**src/logic/wake_pkg.sv**
```systemverilog
// Behaviour
// - three independent wake channels with own paths
// - rising and falling edges both make events
// - event interrupts in normal/stop, wakes otherwise
// - static sense continuous, cyclic only in window
// - cyclic window from timer one or two
// - static filter selectable sixteen or sixty-four us
// - event only if input stable whole filter time
// - per-pin wake enable control bits
// - per-pin sticky wake source flags readable
// - level status readable in normal and stop
// - cyclic sense shows level sampled in window
// - fail-output pins: fixed short filter, alt status
// - two-bit filter select field encoding
// - two-bit pull select field, automatic follows level
package wake_pkg;
    localparam int          CLK_MHZ           = 25;
    localparam int          SHORT_FILTER_US   = 16;
    localparam int          LONG_FILTER_US    = 64;
    localparam int          SHORT_FILTER_CYC  = SHORT_FILTER_US * CLK_MHZ;
    localparam int          LONG_FILTER_CYC   = LONG_FILTER_US * CLK_MHZ;
    localparam int          FILTER_CNT_W      = 11;
    localparam int          NUM_WAKE          = 3;
    localparam int          NUM_ALT           = 2;
    localparam logic [1:0]  FLT_STATIC_SHORT  = 2'h0;
    localparam logic [1:0]  FLT_STATIC_LONG   = 2'h1;
    localparam logic [1:0]  FLT_CYCLIC_ONE    = 2'h2;
    localparam logic [1:0]  FLT_CYCLIC_TWO    = 2'h3;
    localparam logic [1:0]  PULL_NONE         = 2'h0;
    localparam logic [1:0]  PULL_DOWN         = 2'h1;
    localparam logic [1:0]  PULL_UP           = 2'h2;
    localparam logic [1:0]  PULL_AUTO         = 2'h3;
    localparam logic [1:0]  MODE_NORMAL       = 2'h0;
    localparam logic [1:0]  MODE_STOP         = 2'h1;
    localparam logic [1:0]  MODE_SLEEP        = 2'h2;
    localparam logic [1:0]  MODE_FAIL_SAFE    = 2'h3;
    typedef enum logic [1:0] {
        CH_IDLE   = 2'b01,
        CH_FILTER = 2'b10
    } ch_state_t;
endpackage : wake_pkg

```
**src/logic/wake_channel.sv**
```systemverilog
`timescale 1ns/1ps
module wake_channel
    import wake_pkg::*;
#(
    parameter int SHORT_CYC = SHORT_FILTER_CYC,
    parameter int LONG_CYC  = LONG_FILTER_CYC
) (
    input  wire logic core_clk_in,
    input  wire logic rst_in,
    input  wire logic pin_in,
    input  wire logic active_in,
    input  wire logic long_in,
    output logic      event_out,
    output logic      level_out
);
    logic                    sync_a;
    logic                    sync_b;
    logic                    stable;
    logic [FILTER_CNT_W-1:0] count;
    ch_state_t               state;
    ch_state_t               next_state;
    wire  [FILTER_CNT_W-1:0] limit   = long_in ? FILTER_CNT_W'(LONG_CYC - 1) : FILTER_CNT_W'(SHORT_CYC - 1);
    wire                     changed = active_in && (sync_b != stable);
    wire                     expired = (count >= limit);

    always_comb begin
        next_state = state;
        case (state)
            CH_IDLE:   if (changed) next_state = CH_FILTER;
            CH_FILTER: begin
                if (!active_in || !changed) next_state = CH_IDLE;
                else if (expired) next_state = CH_IDLE;
            end
            default:   next_state = CH_IDLE;
        endcase
    end

    always_ff @(posedge core_clk_in) begin
        sync_a <= pin_in;
        sync_b <= sync_a;
    end

    always_ff @(posedge core_clk_in) begin
        if (rst_in) begin
            state     <= CH_IDLE;
            count     <= '0;
            stable    <= 1'b0;
            event_out <= 1'b0;
            level_out <= 1'b0;
        end else begin
            state     <= next_state;
            count     <= (state == CH_FILTER && changed) ? count + 1'b1 : '0;
            event_out <= (state == CH_FILTER) && changed && expired;
            if (state == CH_FILTER && changed && expired) stable <= sync_b;
            if (active_in) level_out <= sync_b;
        end
    end
endmodule : wake_channel

```
**src/logic/wake_input_detector.sv**
```systemverilog
`timescale 1ns/1ps
module wake_input_detector
    import wake_pkg::*;
#(
    parameter int SHORT_CYC = SHORT_FILTER_CYC,
    parameter int LONG_CYC  = LONG_FILTER_CYC
) (
    input  wire logic                  core_clk_in,
    input  wire logic                  rst_in,
    input  wire logic [NUM_WAKE-1:0]   wake_pin_in,
    input  wire logic [NUM_ALT-1:0]    fail_output_pins_in,
    input  wire logic                  alt_wake_mode_in,
    input  wire logic [1:0]            device_mode_in,
    input  wire logic                  cyclic_timer_one_in,
    input  wire logic                  cyclic_timer_two_in,
    input  wire logic [2*NUM_WAKE-1:0] wake_filter_select_in,
    input  wire logic [2*NUM_WAKE-1:0] wake_pull_select_in,
    input  wire logic [NUM_WAKE-1:0]   wake_enable_control_in,
    input  wire logic [NUM_WAKE-1:0]   wake_source_clear_in,
    input  wire logic [NUM_ALT-1:0]    alt_wake_source_clear_in,
    output logic [NUM_WAKE-1:0]        wake_source_status_out,
    output logic [NUM_ALT-1:0]         alt_wake_source_status_out,
    output logic [NUM_WAKE-1:0]        wake_level_status_out,
    output logic [NUM_WAKE-1:0]        pull_up_en_out,
    output logic [NUM_WAKE-1:0]        pull_down_en_out,
    output logic                       interrupt_out,
    output logic                       wake_up_out
);
    logic [NUM_WAKE-1:0] ch_event;
    logic [NUM_WAKE-1:0] ch_level;
    logic [NUM_WAKE-1:0] ch_active;
    logic [NUM_WAKE-1:0] ch_long;
    logic [NUM_ALT-1:0]  alt_event;
    wire                 awake_mode  = (device_mode_in == MODE_NORMAL) || (device_mode_in == MODE_STOP);
    wire [NUM_WAKE-1:0]  wake_hits   = ch_event & wake_enable_control_in;
    wire [NUM_ALT-1:0]   alt_hits    = alt_event & {NUM_ALT{alt_wake_mode_in}};
    wire                 any_event   = (|wake_hits) || (|alt_hits);
    logic [NUM_WAKE-1:0] next_pull_up;
    logic [NUM_WAKE-1:0] next_pull_down;

    always_comb begin
        for (int i = 0; i < NUM_WAKE; i++) begin
            case (wake_filter_select_in[2*i +: 2])
                FLT_STATIC_SHORT: begin ch_active[i] = 1'b1; ch_long[i] = 1'b0; end
                FLT_STATIC_LONG:  begin ch_active[i] = 1'b1; ch_long[i] = 1'b1; end
                FLT_CYCLIC_ONE:   begin ch_active[i] = cyclic_timer_one_in; ch_long[i] = 1'b0; end
                FLT_CYCLIC_TWO:   begin ch_active[i] = cyclic_timer_two_in; ch_long[i] = 1'b0; end
                default:          begin ch_active[i] = 1'b1; ch_long[i] = 1'b0; end
            endcase
            case (wake_pull_select_in[2*i +: 2])
                PULL_DOWN: begin next_pull_up[i] = 1'b0; next_pull_down[i] = 1'b1; end
                PULL_UP:   begin next_pull_up[i] = 1'b1; next_pull_down[i] = 1'b0; end
                PULL_AUTO: begin next_pull_up[i] = ch_level[i]; next_pull_down[i] = !ch_level[i]; end
                default:   begin next_pull_up[i] = 1'b0; next_pull_down[i] = 1'b0; end
            endcase
        end
    end

    for (genvar g = 0; g < NUM_WAKE; g++) begin : g_wake
        wake_channel #(.SHORT_CYC(SHORT_CYC), .LONG_CYC(LONG_CYC)) u_ch (
            .core_clk_in (core_clk_in),
            .rst_in      (rst_in),
            .pin_in      (wake_pin_in[g]),
            .active_in   (ch_active[g]),
            .long_in     (ch_long[g]),
            .event_out   (ch_event[g]),
            .level_out   (ch_level[g])
        );
    end

    for (genvar g = 0; g < NUM_ALT; g++) begin : g_alt
        wake_channel #(.SHORT_CYC(SHORT_CYC), .LONG_CYC(LONG_CYC)) u_alt (
            .core_clk_in (core_clk_in),
            .rst_in      (rst_in),
            .pin_in      (fail_output_pins_in[g]),
            .active_in   (1'b1),
            .long_in     (1'b0),
            .event_out   (alt_event[g]),
            .level_out   ()
        );
    end

    always_ff @(posedge core_clk_in) begin
        if (rst_in) begin
            wake_source_status_out     <= '0;
            alt_wake_source_status_out <= '0;
            wake_level_status_out      <= '0;
            pull_up_en_out             <= '0;
            pull_down_en_out           <= '0;
            interrupt_out              <= 1'b0;
            wake_up_out                <= 1'b0;
        end else begin
            // set wins over clear
            wake_source_status_out     <= (wake_source_status_out & ~wake_source_clear_in) | wake_hits;
            alt_wake_source_status_out <= (alt_wake_source_status_out & ~alt_wake_source_clear_in) | alt_hits;
            if (awake_mode) wake_level_status_out <= ch_level;
            pull_up_en_out             <= next_pull_up;
            pull_down_en_out           <= next_pull_down;
            interrupt_out              <= any_event && awake_mode;
            wake_up_out                <= any_event && !awake_mode;
        end
    end
endmodule : wake_input_detector

```
**config.mk**
```make
export PLATFORM = sky130hd
export DESIGN_NAME = wake_input_detector
export DESIGN_NICKNAME = d
export VERILOG_FILES = /design/src/logic/wake_pkg.sv /design/src/logic/wake_channel.sv /design/src/logic/wake_input_detector.sv
export SDC_FILE = /design/constraint.sdc
export NUM_CORES = 1
export LEC_CHECK = 0
export ABC_AREA = 0
export BUFFER_PORTS_ARGS = -buffer_cell sky130_fd_sc_hd__buf_2
export CORE_MARGIN = 2
export CORE_UTILIZATION = 35
export CTS_CLUSTER_DIAMETER = 30
export DETAILED_ROUTE_END_ITERATION = 16
export PLACE_DENSITY = 0.54
export SLEW_MARGIN = 10
export SYNTH_ARGS = -nofsm -noshare
export SYNTH_HDL_FRONTEND = slang
export SYNTH_HIERARCHICAL = 1
export SYNTH_SLANG_ARGS = --single-unit
```
**constraint.sdc**
```tcl
create_clock -name core_clk_in -period 2.4 [get_ports core_clk_in]
set_input_delay 0.24 -clock core_clk_in [delete_from_list [all_inputs] [get_ports core_clk_in]]
set_output_delay 0.24 -clock core_clk_in [all_outputs]
set_load 0.02 [all_outputs]
```
==> flow_summary_export.csv <==
group,metric,value,unit
grt,gr-usage-all-layers,13.62,%
setup_path,crit_chain,"buf_2 -> nor2b_1 -> inv_1 -> ha_1 -> a211oi_1 -> o21ai_1 -> a211oi_2 -> and2b_1 -> o21ai_1",
setup_path,cp_slowest_cell,"ha_1",
power,p_comb_share,4.9,%
floorplan,die_y,120.0,um
timing,period_share,75.34,%
timing,setup_tns,0,ns
timing,hold_viol_final,0,
route,drcViolationCount,0,
cts,clk_pin_slew,0.06,ns
floorplan,dieArea,14390,um^2
placement,port_buffers,46,
floorplan,pin_count,48,
layout,final_cells,738,
layout,antennaDiodeCount,0,
cts,clock_sinks,104,
cts,htreeDepth,3,
timing,drv_slew,0,
hold_path,min_path_type,"in2reg",
route,drt-initial-drc-count,150,
cts,cts_resized,0,
route,vias_per_cell,4.573,
grt,grt_pass1_wl,15.41,mm
setup_path,cp_max_fo,4,
power,total_power,3.478,mW
grt,antenna_found_initial,1,
timing,maxSlewHeadroom,63.89,%
synth,ys.warnings.count,6,
route,via_count,3375,
synth,syn_avg_cell_area,9.507,um^2
hold_path,hold-path-cell-count,2,
cts,post_cts_buffers,0,
cts,insertion_delay,0.35,ns
job,max-cap-violations,0,
layout,drive_gt1_share,14.59,%
power,powerDensity,633.8,nW/um^2
placement,place_hpwl,6.724,mm
route,dr.pass1.iters,4,
outcome,status,"finished clean",
power,clockPowerShare,44.2,%
timing,tightest_slew,0.5416,ns
setup_path,start_kind,"input port",
setup_path,cpLargestDelayFamily,"compound AO/OA/AOI/OAI gates",
floorplan,row_count,42,
setup_path,rr_worst_depth,6,
grt,grt-ovfl-total,0,
synth,synth_area,4706,um^2
setup_path,cp.arrival,2.04,ns
timing,period_needed,1.808,ns
cts,cts_buffers,9,
setup_path,crit_buf_inv,2,
setup_path,required,2.63,ns
layout,area.growth.synth_to_final,16.59,%
timing,rsz0062_at_grt,"false",
timing,timing.hold.ws,0.09307,ns
floorplan,core_area,13190,um^2
placement,placedCellCount,717,
cts,cts-hold-fix-buffers,5,
cts,clk_path_buf_depth,2,
grt,grt_pass1_vias,3369,
cts,cts_tree,"built",
timing,setup_violations,0,
power,p_seq_share,50.9,%
power,leakagePower,2.186,nW
setup_path,max_stage_delay,0.34,ns
timing,skew,0.003236,ns
setup_path,critical_path_class,"in2reg",
placement,gp_congestion,0.8084,
grt,grt_max_degree,30,
route,ant_nets,0,
setup_path,cp_common_cell,"o21ai_1",
setup_path,cp-end-kind,"flop",
power,swShare,20.94,%
power,internal_power,2.749,mW
floorplan,start_util,35.68,%
synth,syn_inst,495,
power,peakVddDrop,0.4152,mV
power,p_sw,0.7281,mW
route,wire_per_inst,12.27,um
setup_path,crit_cells,9,
cts,cts_root_buf,"clkbuf_16",
route,wl,9.053,mm
layout,nNetsFinal,624,
floorplan,fp.dieW,120.0,um
timing,max_freq,0.5531,GHz
layout,final_core_util,41.60,%
[worst paths after layout]
| check | startpoint | to | slack, ns |
|---|---|---|---|
| worst max register to register | g_wake[1].u_ch/count[5]$_SDFF_PP0_ | g_wake[1].u_ch/state[0]$_SDFFE_PP1P_ | 0.61 |
| worst max-delay path | wake_filter_select_in[4] | g_wake[2].u_ch/state[0]$_SDFFE_PP1P_ | 0.59 |
| worst min-delay path | wake_pull_select_in[3] | pull_down_en_out[1]$_SDFF_PP0_ | 0.09 |
| worst min register to register | g_alt[0].u_alt/sync_a$_DFF_P_ | g_alt[0].u_alt/sync_b$_DFF_P_ | 0.33 |
[worst register-to-register path, stage by stage (launching register included)]
cell      delay, ns
dfxtp_1        0.46
ha_1           0.31
a211oi_1       0.25
o21ai_1        0.13
a211oi_2       0.29
and2b_1        0.18
o21ai_1        0.07
[cell usage in the layout (no fill, tap or decap), types with 2 or more instances in the layout]
master         instances
or3_4                  5
a21oi_1               15
nor2_1                86
a211oi_1               7
xor2_1                35
nand3_1               15
nand2_1               34
conb_1                 8
xnor2_1               15
a211oi_2               5
clkbuf_8               4
ha_1                  35
and4_1                 5
dlygate4sd3_1          5
mux2i_1               14
nand3b_1               5
o21ai_1               11
and3_1                 2
nand2b_1              11
o21a_1                 5
nor4_2                 5
a311oi_1               2
nor2b_1                8
o211a_1                2
dfxtp_1              104
inv_1                 19
buf_2                 46
and2b_1                5
clkbuf_16              9
o21ai_0                5
nand4_1               10
nand3_2                5
nor3_1                 5
or2b_1                10
[power groups by stage]
stage               Combinational [mW]  Sequential [mW]  Clock, mW
floorplan                       0.0926             1.81          0
global placement                 0.158             1.81          0
detailed placement               0.165             1.81          0
CTS                              0.173             1.77       1.60
global route                     0.193             1.77       1.67
finish                           0.171             1.77       1.54
[per-stage QoR]
step / setup slack (ns) / cell area (um^2)
final: 0.5919 / 5487
after global routing: 0.4358 / 5487
after CTS: 0.5973 / 5487
after detailed placement: 0.2354 / 5117
after global placement: 0.2884 / 5117
after floorplan: 0.6468 / 4728
[flip-flops by register name, summed over array words and instances, names as in the netlist, 3 cells and up]
| name | count |
|---|---|
| pull_down_en_out | 3 |
| g_wake.u_ch/sync_a | 3 |
| g_wake.u_ch/stable | 3 |
| g_alt.u_alt/state | 4 |
| pull_up_en_out | 3 |
| wake_level_status_out | 3 |
| g_wake.u_ch/sync_b | 3 |
| g_wake.u_ch/state | 6 |
| wake_source_status_out | 3 |
| g_wake.u_ch/level_out | 3 |
| g_wake.u_ch/event_out | 3 |
| g_wake.u_ch/count | 33 |
| g_alt.u_alt/count | 22 |
[final cells by class]
cell class | instances | area [um^2]
Tap cell | 176 | 220.2
Sequential cell | 104 | 2082
Multi-Input combinational cell | 371 | 2506
Fill cell | 1327 | 7704
Inverter | 19 | 71.32
Clock buffer | 14 | 284.0
Clock inverter | 2 | 35.03
Timing Repair Buffer | 52 | 287.8
[per-layer routing]
layer,routed length (um),track usage (%)
met2,4144,22.73
met3,450,5.133
met4,110,4.191
met1,4334,16.20
met5,13,0
Power figures use the tool's default switching activity.
